File: src/seq_pkg.sv
// constants for the output turn-on/turn-off sequencer
// assumes a 100 MHz device clock and a decoded register access port
package seq_pkg;
    // register offsets as seen by the bus manager
    localparam logic [7:0] ramp_rate_config_off      = 8'h03;
    localparam logic [7:0] turn_on_delay_off         = 8'h05;
    localparam logic [7:0] turn_off_delay_off        = 8'h06;
    localparam logic [7:0] setpoint_off              = 8'h07;
    localparam logic [7:0] current_limit_setting_off = 8'h08;
    // reset values (restored whenever power returns)
    localparam logic [7:0] ramp_rate_config_rst      = 8'h08;
    localparam logic [7:0] turn_on_delay_rst         = 8'h00;
    localparam logic [5:0] turn_off_delay_rst        = 6'h00;
    localparam logic [7:0] setpoint_rst              = 8'h00;
    localparam logic [7:0] current_limit_setting_rst = 8'h00;
    // field positions
    localparam int slew_ctrl_bit    = 3;  // falling slew control enable
    localparam int fall_rate_lsb    = 0;  // falling rate code, 3 bits
    localparam int load_reg_lsb     = 0;  // load-line slope, 4 bits
    localparam int off_field_w      = 6;  // implemented turn-off bits
    // setpoint decode, voltages in 0.5 mV units
    localparam int            vout_w      = 14;
    localparam logic [7:0]    sub1_last   = 8'h78;  // last 12.5 mV code
    localparam logic [7:0]    sub2_last   = 8'hfa;  // last 25 mV code
    localparam logic [13:0]   sub1_base   = 14'h03e8; // 0.500 V
    localparam logic [13:0]   sub2_base   = 14'h0fa0; // 2.000 V
    localparam logic [13:0]   sub3_base   = 14'h2904; // 5.250 V
    localparam logic [13:0]   step_fine   = 14'h0019; // 12.5 mV
    localparam logic [13:0]   step_mid    = 14'h0032; // 25 mV
    localparam logic [13:0]   step_coarse = 14'h0064; // 50 mV
    // timing
    localparam int clock_mhz   = 100;
    localparam int tick_us     = 1000;               // delay step, 1 ms
    localparam int tick_cycles = tick_us * clock_mhz;
    // falling rates in 0.5 mV per ms, codes 0..7
    localparam logic [14:0] fall_rate_tab [8] = '{
        15'h00c8, 15'h0190, 15'h03e8, 15'h07d0,
        15'h0fa0, 15'h2710, 15'h40d8, 15'h40d8};
    // sequencer states, one-hot
    typedef enum logic [4:0] {
        st_off       = 5'b00001,
        st_on_wait   = 5'b00010,
        st_on        = 5'b00100,
        st_off_wait  = 5'b01000,
        st_ramp_down = 5'b10000
    } seq_state_t;
endpackage

File: src/tick_if.sv
// carrier between the sequencer and its millisecond tick divider
// assumes both ends share one clock
`timescale 1ns/1ps
interface tick_if;
    logic restart;  // clears the divider phase
    logic tick;     // one-cycle pulse every millisecond
    modport gen (input restart, output tick);
    modport use_tick (output restart, input tick);
endinterface

File: src/output_turn_on_off_sequencer.sv
// turn-on/turn-off sequencer with setpoint decode and load line
// assumes commands, current reading and zero flag are on clock domain
`timescale 1ns/1ps
// Summary of operation
// - 256 setpoint codes span full output range
// - sub-ranges step 12.5, 25, 50 mV
// - nonzero load regulation droops output with current
// - delay and ramp registers host writable
// - turn-on delay ends when ramp up starts
// - turn-on code gives delay in ms
// - upper two turn-off bits read zero
// - with slew, delay ends at zero output
// - with slew, wait delay minus ramp time
// - without slew, switches off at delay end
// - without slew, decay left to load
// - registers return to defaults on power-up
module output_turn_on_off_sequencer #(
    parameter int ms_cycles = seq_pkg::tick_cycles
) (
    input  wire logic                      clock,
    input  wire logic                      rst,
    input  wire logic [7:0]                reg_addr,
    input  wire logic [7:0]                reg_wdata,
    input  wire logic                      reg_wr,
    output logic      [7:0]                reg_rdata,
    input  wire logic                      turn_on_cmd,
    input  wire logic                      turn_off_cmd,
    input  wire logic [7:0]                iout_meas,
    input  wire logic                      vout_at_zero,
    output logic      [seq_pkg::vout_w-1:0] vout_target,
    output logic                           ramp_up_start,
    output logic                           ramp_down_start,
    output logic                           switches_off,
    output logic                           seq_busy
);
    import seq_pkg::*;

    logic [7:0]  ramp_rate_config;       // slew enable and rates
    logic [7:0]  turn_on_delay;          // turn-on delay, ms
    logic [5:0]  turn_off_delay_field;   // turn-off delay, ms
    logic [7:0]  setpoint;               // output setpoint code
    logic [7:0]  current_limit_setting;  // load-line slope lives here
    seq_state_t  state_reg;              // sequencer state
    logic [7:0]  elapsed_reg;            // ms since last command
    logic [7:0]  target_reg;             // ms to wait in this phase
    logic        slew_reg;               // slew mode latched at turn-off
    logic [13:0] vset;                   // decoded setpoint
    logic [13:0] droop;                  // load-line offset
    logic [7:0]  ramp_ms;                // falling ramp length, ms
    logic [7:0]  pre_wait;               // wait before ramping down
    logic        take_on;                // turn-on accepted
    logic        take_off;               // turn-off accepted
    logic        expired;                // phase wait done
    tick_if      tk ();

    // setpoint code to 0.5 mV units over three resolutions
    function automatic logic [13:0] decode_vout(input logic [7:0] c);
        logic [13:0] cw;
        cw = {6'h00, c};
        if (c <= sub1_last) begin
            decode_vout = sub1_base + 14'(cw * step_fine);
        end else if (c <= sub2_last) begin
            decode_vout = sub2_base
                        + 14'((cw - 14'(sub1_last)) * step_mid);
        end else begin
            decode_vout = sub3_base
                        + 14'((cw - 14'(sub2_last)) * step_coarse);
        end
    endfunction

    // every one of the 256 codes maps to a distinct level
    assign vset = decode_vout(setpoint);

    // droop grows with measured current times programmed slope
    assign droop = 14'(iout_meas * current_limit_setting[load_reg_lsb +: 4]);

    // ramp time rounded up so the ramp never overruns a delay of at least ramp_ms
    assign ramp_ms = 8'((15'(vset) + fall_rate_tab[
        ramp_rate_config[fall_rate_lsb +: 3]] - 15'h0001)
        / fall_rate_tab[ramp_rate_config[fall_rate_lsb +: 3]]);

    // saturates at zero; a too-short delay is the host's to avoid
    assign pre_wait = ({2'b00, turn_off_delay_field} > ramp_ms) ?
        ({2'b00, turn_off_delay_field} - ramp_ms) : 8'h00;

    // off wins a tie; on is ignored while already regulating
    assign take_off = turn_off_cmd &&
                      (state_reg inside {st_on_wait, st_on});
    assign take_on  = turn_on_cmd && !take_off && (state_reg != st_on);
    assign expired  = (elapsed_reg >= target_reg);

    // register writes; reset restores all defaults
    always_ff @(posedge clock) begin
        if (rst) begin
            ramp_rate_config      <= ramp_rate_config_rst;
            turn_on_delay         <= turn_on_delay_rst;
            turn_off_delay_field  <= turn_off_delay_rst;
            setpoint              <= setpoint_rst;
            current_limit_setting <= current_limit_setting_rst;
        end else if (reg_wr) begin
            unique case (reg_addr)
                ramp_rate_config_off:      ramp_rate_config <= reg_wdata;
                turn_on_delay_off:         turn_on_delay <= reg_wdata;
                turn_off_delay_off:
                    turn_off_delay_field <= reg_wdata[off_field_w-1:0];
                setpoint_off:              setpoint <= reg_wdata;
                current_limit_setting_off:
                    current_limit_setting <= reg_wdata;
                default: ;  // unmapped writes are dropped
            endcase
        end
    end

    // registered read data, unmapped offsets read zero
    always_ff @(posedge clock) begin
        if (rst) begin
            reg_rdata <= 8'h00;
        end else begin
            unique case (reg_addr)
                ramp_rate_config_off:      reg_rdata <= ramp_rate_config;
                turn_on_delay_off:         reg_rdata <= turn_on_delay;
                turn_off_delay_off:
                    reg_rdata <= {2'b00, turn_off_delay_field};
                setpoint_off:              reg_rdata <= setpoint;
                current_limit_setting_off:
                    reg_rdata <= current_limit_setting;
                default:                   reg_rdata <= 8'h00;
            endcase
        end
    end

    // millisecond divider, realigned on each accepted command
    assign tk.restart = take_on || take_off;
    ms_tick_gen #(.cycles(ms_cycles)) u_tick (
        .clock (clock),
        .rst   (rst),
        .tk    (tk)
    );

    // elapsed ms in the current phase, saturating
    always_ff @(posedge clock) begin
        if (rst || tk.restart) begin
            elapsed_reg <= 8'h00;
        end else if (tk.tick && elapsed_reg != 8'hff) begin
            elapsed_reg <= elapsed_reg + 8'h01;
        end
    end

    // phase length and slew mode captured at command time
    always_ff @(posedge clock) begin
        if (rst) begin
            target_reg <= 8'h00;
            slew_reg   <= 1'b0;
        end else if (take_on) begin
            target_reg <= turn_on_delay;
        end else if (take_off) begin
            slew_reg   <= ramp_rate_config[slew_ctrl_bit];
            target_reg <= ramp_rate_config[slew_ctrl_bit] ? pre_wait
                        : {2'b00, turn_off_delay_field};
        end
    end

    // sequencer state
    always_ff @(posedge clock) begin
        if (rst) begin
            state_reg <= st_off;
        end else if (take_off) begin
            state_reg <= st_off_wait;
        end else if (take_on) begin
            state_reg <= st_on_wait;
        end else begin
            unique case (state_reg)
                st_on_wait: if (expired) begin
                    state_reg <= st_on;
                end
                st_off_wait: if (expired) begin
                    // no slew: switches open, decay is the load's
                    state_reg <= slew_reg ? st_ramp_down
                                          : st_off;
                end
                st_ramp_down: if (vout_at_zero) begin
                    state_reg <= st_off;
                end
                default: ;  // off and on hold until a command
            endcase
        end
    end

    // start pulses to the slew generator
    always_ff @(posedge clock) begin
        if (rst) begin
            ramp_up_start   <= 1'b0;
            ramp_down_start <= 1'b0;
        end else begin
            ramp_up_start   <= !take_on && !take_off &&
                               state_reg == st_on_wait && expired;
            ramp_down_start <= !take_on && !take_off && slew_reg &&
                               state_reg == st_off_wait && expired;
        end
    end

    // regulation target with load-line droop, floored at zero
    always_ff @(posedge clock) begin
        if (rst) begin
            vout_target <= '0;
        end else begin
            vout_target <= (droop >= vset) ? '0 : vset - droop;
        end
    end

    // both switches open while off or still waiting to turn on
    assign switches_off = state_reg inside {st_off, st_on_wait};
    assign seq_busy     = state_reg inside {st_on_wait, st_off_wait,
                                            st_ramp_down};

    a_on_delay_end: assert property (@(posedge clock) disable iff (rst)
        state_reg == st_on_wait && expired && !take_on && !take_off
        |=> state_reg == st_on && ramp_up_start)
        else $error("turn-on delay did not end in ramp up");
    a_on_wait_hold: assert property (@(posedge clock) disable iff (rst)
        state_reg == st_on_wait && !expired && !turn_off_cmd
        && !turn_on_cmd |=> state_reg == st_on_wait)
        else $error("turn-on delay ended early");
    a_off_target: assert property (@(posedge clock) disable iff (rst)
        take_off && !ramp_rate_config[slew_ctrl_bit]
        |=> target_reg == {2'b00, $past(turn_off_delay_field)})
        else $error("turn-off delay not taken from register");
    a_read_upper: assert property (@(posedge clock) disable iff (rst)
        $past(reg_addr) == turn_off_delay_off
        |-> reg_rdata[7:6] == 2'b00)
        else $error("unimplemented bits read nonzero");
    a_ramp_zero: assert property (@(posedge clock) disable iff (rst)
        state_reg == st_ramp_down && vout_at_zero && !turn_on_cmd
        |=> state_reg == st_off && switches_off)
        else $error("ramp down did not end at zero");
    a_pre_wait: assert property (@(posedge clock) disable iff (rst)
        take_off && ramp_rate_config[slew_ctrl_bit]
        |=> (target_reg < {2'b00, $past(turn_off_delay_field)})
            || (target_reg == 8'h00))
        else $error("pre-ramp wait not shorter than delay");
    a_no_slew_off: assert property (@(posedge clock) disable iff (rst)
        state_reg == st_off_wait && expired && !slew_reg
        && !turn_on_cmd |=> switches_off && !ramp_down_start)
        else $error("switches not opened at delay end");
    a_droop: assert property (@(posedge clock) disable iff (rst)
        current_limit_setting[load_reg_lsb +: 4] == 4'h0
        |=> vout_target == $past(vset))
        else $error("output moved without load regulation");
    a_restart: assert property (@(posedge clock) disable iff (rst)
        take_on || take_off |=> elapsed_reg == 8'h00)
        else $error("delay counter not restarted");
    a_top_code: assert property (@(posedge clock) disable iff (rst)
        setpoint == 8'hff |-> vset == 14'h2af8)
        else $error("top setpoint decode wrong");

    c_turn_on: cover property (@(posedge clock) disable iff (rst)
        ramp_up_start);
    c_slew_off: cover property (@(posedge clock) disable iff (rst)
        ramp_down_start ##[1:1000] state_reg == st_off);
    c_hard_off: cover property (@(posedge clock) disable iff (rst)
        state_reg == st_off_wait && !slew_reg ##1 state_reg == st_off);
    c_restart: cover property (@(posedge clock) disable iff (rst)
        state_reg == st_on_wait && turn_on_cmd);
endmodule // output_turn_on_off_sequencer

File: src/ms_tick_gen.sv
// millisecond enable divider for the delay counters
// assumes restart comes from logic on the same clock
`timescale 1ns/1ps
module ms_tick_gen #(
    parameter int cycles = seq_pkg::tick_cycles
) (
    input  wire logic clock,
    input  wire logic rst,
    tick_if.gen       tk
);
    import seq_pkg::*;

    logic [16:0] div_reg;  // phase within the current millisecond

    // restart realigns the phase so a delay is a whole number of ms
    always_ff @(posedge clock) begin
        if (rst || tk.restart) begin
            div_reg <= '0;
        end else if (div_reg == 17'(cycles - 1)) begin
            div_reg <= '0;
        end else begin
            div_reg <= div_reg + 17'h00001;
        end
    end

    // pulse on the last cycle of each millisecond
    assign tk.tick = (div_reg == 17'(cycles - 1)) && !tk.restart;

    a_tick_spacing: assert property (@(posedge clock) disable iff (rst)
        tk.restart |=> !tk.tick)
        else $error("tick right after restart");
endmodule // ms_tick_gen

File: config.mk
export PLATFORM = sky130hd
export DESIGN_NAME = output_turn_on_off_sequencer
export DESIGN_NICKNAME = d
export VERILOG_FILES = /design/src/seq_pkg.sv /design/src/tick_if.sv /design/src/output_turn_on_off_sequencer.sv /design/src/ms_tick_gen.sv
export SDC_FILE = /design/constraint.sdc
export NUM_CORES = 1
export LEC_CHECK = 0
export BUFFER_PORTS_ARGS = -buffer_cell sky130_fd_sc_hd__buf_2
export CAP_MARGIN = 20
export CORE_AREA = 2 2 140 142
export DETAILED_ROUTE_END_ITERATION = 10
export DIE_AREA = 0 0 142 144
export GPL_TIMING_DRIVEN = 0
export PLACE_DENSITY = 0.87
export SLEW_MARGIN = 0
export SYNTH_ARGS = -nofsm -noshare
export SYNTH_HDL_FRONTEND = slang
export SYNTH_HIERARCHICAL = 1
export SYNTH_SLANG_ARGS = --single-unit
File: constraint.sdc
create_clock -name clock -period 59.3 [get_ports clock]
set_input_delay 2.965 -clock clock [delete_from_list [all_inputs] [get_ports clock]]
set_output_delay 2.965 -clock clock [all_outputs]
set_load 0.05 [all_outputs]
==> impl_metrics.json, run 1 <==
{
  "status": "complete, no violations",
  "cts.htree.levels": 3,
  "cp-start-kind": "register",
  "synth.area.top_cells": "ha_1 (21%), dfxtp_1 (16%), inv_1 (5.4%)",
  "finalWirelength_um": 31900,
  "via_count": 12000,
  "p_clk_share_pct": 6.5,
  "arrival_ns": 26.79,
  "r2r_start": "setpoint[3]",
  "via_per_inst": 6.20,
  "fmax_mhz": 37.7,
  "place_worst_setup_slack_ns": 33.41,
  "port_buffers": 54,
  "synth-warning-count": 6,
  "power.switching_mw": 0.423,
  "fin_nets": 1980,
  "synthCells": 1633,
  "critical_path_class": "reg -> reg",
  "slew_headroom_pct": 30.3,
  "top_level_ports": 56,
  "place_hpwl_um": 25500,
  "die_y_um": 144,
  "root_buffer": "clkbuf_16",
  "post_cts.repair.setup_buffers": 0,
  "die_area_mm2": 0.0204,
  "fin_crit_ns": 26.49,
  "cts_num_sinks": 101,
  "grt_pass1_vias": 11400,
  "grt_overflow_total": 0,
  "routed.top_layer": "met5",
  "utilization_pct": 72.0,
  "grt_max_degree": 19,
  "dr.pass1.iters": 6,
  "pwr-share-comb_pct": 85.8,
  "synth_top_cell_area_share_pct": 21.2,
  "wl_per_cell_um": 16.4,
  "required_ns": 59.59,
  "cellPowerDensity_mw_per_mm2": 65.0,
  "worstHoldStart": "current_limit_setting[4]",
  "synth-edff-count": 0,
  "hold_viol": 0,
  "place_area_mm2": 0.0134,
  "yosys_most_used_dff": "dfxtp_1",
  "slowest_delay_ns": 0.61,
  "drive_gt1_share_pct": 8.40,
  "yosysMostFrequentCell": "ha_1",
  "synthArstFlopShare_pct": 0,
  "p_int_mw": 0.471,
  "antenna_found_initial": 1,
  "synthToLayoutAreaGrowth_pct": 6.78,
  "syn_avg_cell_area_um2": 7.88,
  "p_leak_nw": 6.28,
  "period_share_pct": 44.7,
  "wl_met1_um": 13400,
  "wl_met3_um": 2180,
  "syn_nets": 1914,
  "final_cell_area_mm2": 0.0137,
  "tightest_slew_ns": 1.04,
  "cp_slowest_cell": "o41ai_4",
  "ys_top_cells_by_count": "ha_1 (218), inv_1 (186), nand2_1 (153)",
  "tns_ns": 0,
  "clock_path_buffers": 2,
  "wl_met2_um": 15200,
  "rows": 51,
  "die_w_um": 142,
  "cp-end-kind": "register",
  "drt_iter0_drc": 937,
  "grt_usage_pct": 31.7,
  "dp.cells": 1926,
  "fillers": 1469,
  "clock_latency_ns": 0.36,
  "fin_cells": 1943,
  "start_util_pct": 67.4,
  "slew_violations": 0,
  "route.detailed.drc": 0,
  "ctsHoldBuffers": 0,
  "fin_worst_skew_ns": 0.00983,
  "cts_tree": "done",
  "finalPower_mw": 0.893,
  "hold_slack_ns": 0.458,
  "rsz0062_at_grt": "false",
  "gp_congestion": 0.951,
  "critical_path.most_common_cell": "ha_1",
  "synth_area_mm2": 0.0129,
  "core-area_mm2": 0.0191,
  "synth_area_leader_cell": "ha_1",
  "cts_resized": 0,
  "largest_register_ffs": 17,
  "grt_pass1_wl_um": 53100,
  "hp-class": "reg -> reg",
  "max_cap_viol_count": 0,
  "startpoint": "setpoint[3]",
  "path_max_fanout": 10,
  "ys_seq_elements": 101,
  "p_seq_share_pct": 7.7,
  "synth-seq-area-share_pct": 15.7,
  "ir_drop_mv": 0.135,
  "synth.distinct_cells": 88,
  "sw_frac_of_total_pct": 47.3,
  "clk_pin_slew_worst_paths_ns": 0.07,
  "layout_setup_ws_ns": 32.81,
  "setup_viol": 0,
  "drtAntennaViolNets": 0,
  "cts_made_buffers": 9
}
path summary, 6_finish.rpt:
check / end / slack, ns / cells past startpoint
worst max-delay path: target_reg[7] / 32.81 / 113
worst min-delay path: current_limit_setting[4] / 0.46 / 2
worst max register to register: target_reg[7] / 32.81 / 113
worst min register to register: current_limit_setting[4] / 0.46 / 2
metal layers:
metal / global-route usage [%] / vias to the layer above
li1: - / 5854
met1: 39.3 / 5645
met2: 55.5 / 448
met3: 4.70 / 93
met4: 12.5 / 2
met5: 0 / -
power groups by stage:
stage,clock network (mW),registers (mW),logic (mW)
2_1_floorplan,0,0.0721,0.619
3_3_place_gp,0,0.0706,0.714
3_5_place_dp,0,0.0707,0.751
4_1_cts,0.0583,0.0691,0.757
5_1_grt,0.0608,0.0692,0.853
6_report,0.0579,0.0691,0.766
kinds of logic (layout without fill, tap and decap cells):
family,count (synthesis),in the layout,synth area share [%]
and+or+nand+nor,501,501,19.3
AOI/OAI and AO/OA,385,385,19.9
buffers and inverters,237,307,7.09
xor gates and xnor gates,119,119,8.21
DFF,101,101,15.7
other,0,2,0
adders and majority gates,251,251,26.3
muxes,39,39,3.44
worst max-delay path, delay by kind of cell, from the launching register on:
kind                       cells  cell delay, ns
muxes                          3            0.86
xor gates and xnor gates       4            0.61
and+or+nand+nor               29            5.31
adders and majority gates     16            5.36
buffers and inverters         14            2.84
DFF                            1            0.43
AOI/OAI and AO/OA             47           10.98
placed cells by master, fill, tap and decap left out, types with 36 or more instances in the layout:
cell,synthesis,layout
a21oi_1,123,123
nor3_1,36,36
nand3_1,55,55
buf_2,3,57
nor2_1,111,111
xnor2_1,77,77
a21o_1,36,36
clkbuf_1,42,42
inv_1,186,186
dfxtp_1,101,101
o21ai_0,62,62
nand2_1,153,153
xor2_1,41,41
ha_1,218,218
area by class of cell:
cell class                 count  area [um2]  area share, %
antenna                        2        5.00         0.0364
sequential                   101        2020           14.7
multi-input combinational   1295        9940           72.3
timing repair buffer          55         278           2.02
inverter                     189         709           5.16
tap                          238         298           2.17
buffer                        48         203           1.48
clock inverter                 6        60.1          0.437
clock buffer                   9         225           1.64
No activity file was read; power rests on OpenSTA's default activity.
==> run 2: changes to the inputs <==
--- a/config.mk
+++ b/config.mk
@@ -5,13 +5,14 @@
 export SDC_FILE = /design/constraint.sdc
 export NUM_CORES = 1
 export LEC_CHECK = 0
+export ABC_AREA = 1
 export BUFFER_PORTS_ARGS = -buffer_cell sky130_fd_sc_hd__buf_2
 export CAP_MARGIN = 20
-export CORE_AREA = 2 2 140 142
+export CORE_AREA = 2 2 144 146
 export DETAILED_ROUTE_END_ITERATION = 10
-export DIE_AREA = 0 0 142 144
+export DIE_AREA = 0 0 146 148
 export GPL_TIMING_DRIVEN = 0
-export PLACE_DENSITY = 0.87
+export PLACE_DENSITY = 0.81
 export SLEW_MARGIN = 0
 export SYNTH_ARGS = -nofsm -noshare
 export SYNTH_HDL_FRONTEND = slang
==> constraint.sdc (replaced) <==
create_clock -name clock -period 25.4 [get_ports clock]
set_input_delay 1.27 -clock clock [delete_from_list [all_inputs] [get_ports clock]]
set_output_delay 1.27 -clock clock [all_outputs]
set_load 0.05 [all_outputs]
==> run 2 against run 1 <==
First-iteration DRC count down 27%. Final cell count up 12%. Register-to-register slack worse by 30 ns. Non-clock buffer count down 13. Largest cell class unchanged.
==> impl_metrics.json, run 2 <==
{
  "status": "complete, no violations",
  "finalWirelength_um": 29900,
  "crit_family": "compound AO/OA/AOI/OAI gates",
  "die_w_um": 146,
  "cts_made_buffers": 9,
  "wl_per_cell_um": 13.8,
  "cts_tree": "done",
  "required_ns": 25.69,
  "grtUsageMet3_pct": 2.78,
  "arrival_ns": 23.30,
  "synth-warning-count": 6,
  "ys_top_cells_by_count": "nand2_1 (349), inv_1 (336), ha_1 (218)",
  "whs_path_depth": 2,
  "clock_path_buffers": 2,
  "gr-usage-met2_pct": 50.7,
  "synth.distinct_cells": 54,
  "synthToLayoutAreaGrowth_pct": 7.55,
  "synth-seq-area-share_pct": 16.0,
  "syn_avg_cell_area_um2": 6.89,
  "setup_viol": 0,
  "port_buffers": 55,
  "syn_nets": 2114,
  "start_util_pct": 63.0,
  "synth.area.top_cells": "ha_1 (22%), dfxtp_1 (16%), nand2_1 (10%)",
  "rows": 52,
  "critical_path.most_common_cell": "nand2_1",
  "top_level_ports": 56,
  "clk_pin_slew_worst_paths_ns": 0.09,
  "fillers": 1786,
  "core-area_mm2": 0.0200,
  "rsz0062_at_grt": "false",
  "slew_headroom_pct": 29.6,
  "yosysMostFrequentCell": "nand2_1",
  "synthArstFlopShare_pct": 0,
  "fmax_mhz": 43.5,
  "final_cell_mix": "nand2_1 (349), inv_1 (336), ha_1 (218), nor2_1 (142), a21oi_1 (133)",
  "place_hpwl_um": 24500,
  "clock_latency_ns": 0.37,
  "grt_overflow_total": 0,
  "drt_iter0_drc": 680,
  "cp-end-kind": "register",
  "cts_num_sinks": 101,
  "antenna_found_initial": 0,
  "synth_area_leader_cell": "ha_1",
  "tightest_slew_ns": 1.06,
  "die_y_um": 148,
  "path_depth": 145,
  "route.detailed.drc": 0,
  "synth_top_cell_area_share_pct": 21.6,
  "slew_violations": 0,
  "crit_buf_inv": 18,
  "grt_pass1_wl_um": 50800,
  "hp-class": "reg -> reg",
  "busiest_layer": "met2",
  "period_share_pct": 90.6,
  "drive_gt1_share_pct": 7.56,
  "dr.pass1.iters": 5,
  "slowest_delay_ns": 0.56,
  "root_buffer": "clkbuf_16",
  "final_common_cell": "nand2_1",
  "grt_usage_pct": 28.2,
  "grt_max_degree": 22,
  "n_antenna_cell": 0,
  "synth_area_mm2": 0.0126,
  "via_per_inst": 5.43,
  "via_count": 11800,
  "gp_congestion": 0.929,
  "max_cap_viol_count": 0,
  "cp_slowest_cell": "dfxtp_1",
  "synthCells": 1833,
  "fin_crit_ns": 23.01,
  "met1_usage_pct": 35.3,
  "path_max_fanout": 10,
  "grt_pass1_vias": 11300,
  "r2r.worst_path.cells": 145,
  "drtAntennaViolNets": 0,
  "synth-edff-count": 0,
  "cts.htree.levels": 3,
  "critical_path_class": "reg -> reg",
  "yosys_most_used_dff": "dfxtp_1",
  "fin_worst_skew_ns": 0.0143,
  "largest_register_ffs": 17,
  "cp-start-kind": "register",
  "fin_nets": 2182,
  "die_area_mm2": 0.0216,
  "hold_viol": 0,
  "ys_seq_elements": 101,
  "tns_ns": 0,
  "ctsHoldBuffers": 0
}
-- run 2: cell type report --
cell class              count  area [um2]  share of cell area, %
plain buffers              33         161                   1.19
flip-flops and latches    101        2020                   14.9
multi-input cells        1360        9180                   67.6
inverters                 339        1270                   9.37
clock buffers               9         225                   1.66
well taps                 270         338                   2.49
repair buffers             57         292                   2.15
clock inverters             7        90.1                  0.663
-- run 2: per-layer routing --
layer	up-vias	part of all wire, %	wire length (um)
met5	-	0	0
met4	0	3.0	888
met3	61	4.0	1190
met2	276	48	14300
met1	5382	45	13500
li1	6101	-	-
-- run 2: per-stage QoR --
stage | setup slack (ns) | area (um2) | utilization (%) | hold slack (ns) | std cells
detailed placement | 2.46 | 13200 | 66.1 | 0.465 | 2158
global route | 0.0492 | 13600 | 67.8 | 0.490 | 2176
global placement | 2.97 | 13200 | 66.1 | 0.456 | 2158
floorplan | 5.92 | 12600 | - | 0.439 | 1833
finish | 2.39 | 13600 | 67.8 | 0.477 | 2176
CTS | 2.32 | 13600 | 67.7 | 0.476 | 2174
-- run 2: repair_timing --
item / in CTS / in global routing
setup buffers: 0 / 0
endpoints found under the setup margin: 0 / 4
gates resized for setup: 0 / 4
-- run 2: kinds of logic after synthesis --
logic type	count (synthesis)	share of synthesized area (%)
AND/OR/NAND/NOR	650	22.1
buffers and inverters	372	11.3
AO/OA/AOI/OAI	351	16.3
adder cells (fa/ha/maj)	251	26.8
XOR/XNOR	107	7.42
flip-flops	101	16.0
multiplexers	1	0.0793
-- run 2: path summary, 6_finish.rpt --
check,to,slack (ns),startpoint
max reg2reg,target_reg[5],2.39,setpoint[1]
max,target_reg[5],2.39,setpoint[1]
min,target_reg[6],0.48,target_reg[6]
min reg2reg,target_reg[6],0.48,target_reg[6]
-- run 2: tightest hold or removal path, cell delays in order, from the launching register on --
cell     delay (ns)
dfxtp_1        0.31
nand2_1        0.07
a21oi_1        0.05
Power of run 2 is left out: the tool's default activity adds up to more than one toggle a clock period on the data nets, which glitch-free logic cannot reach.
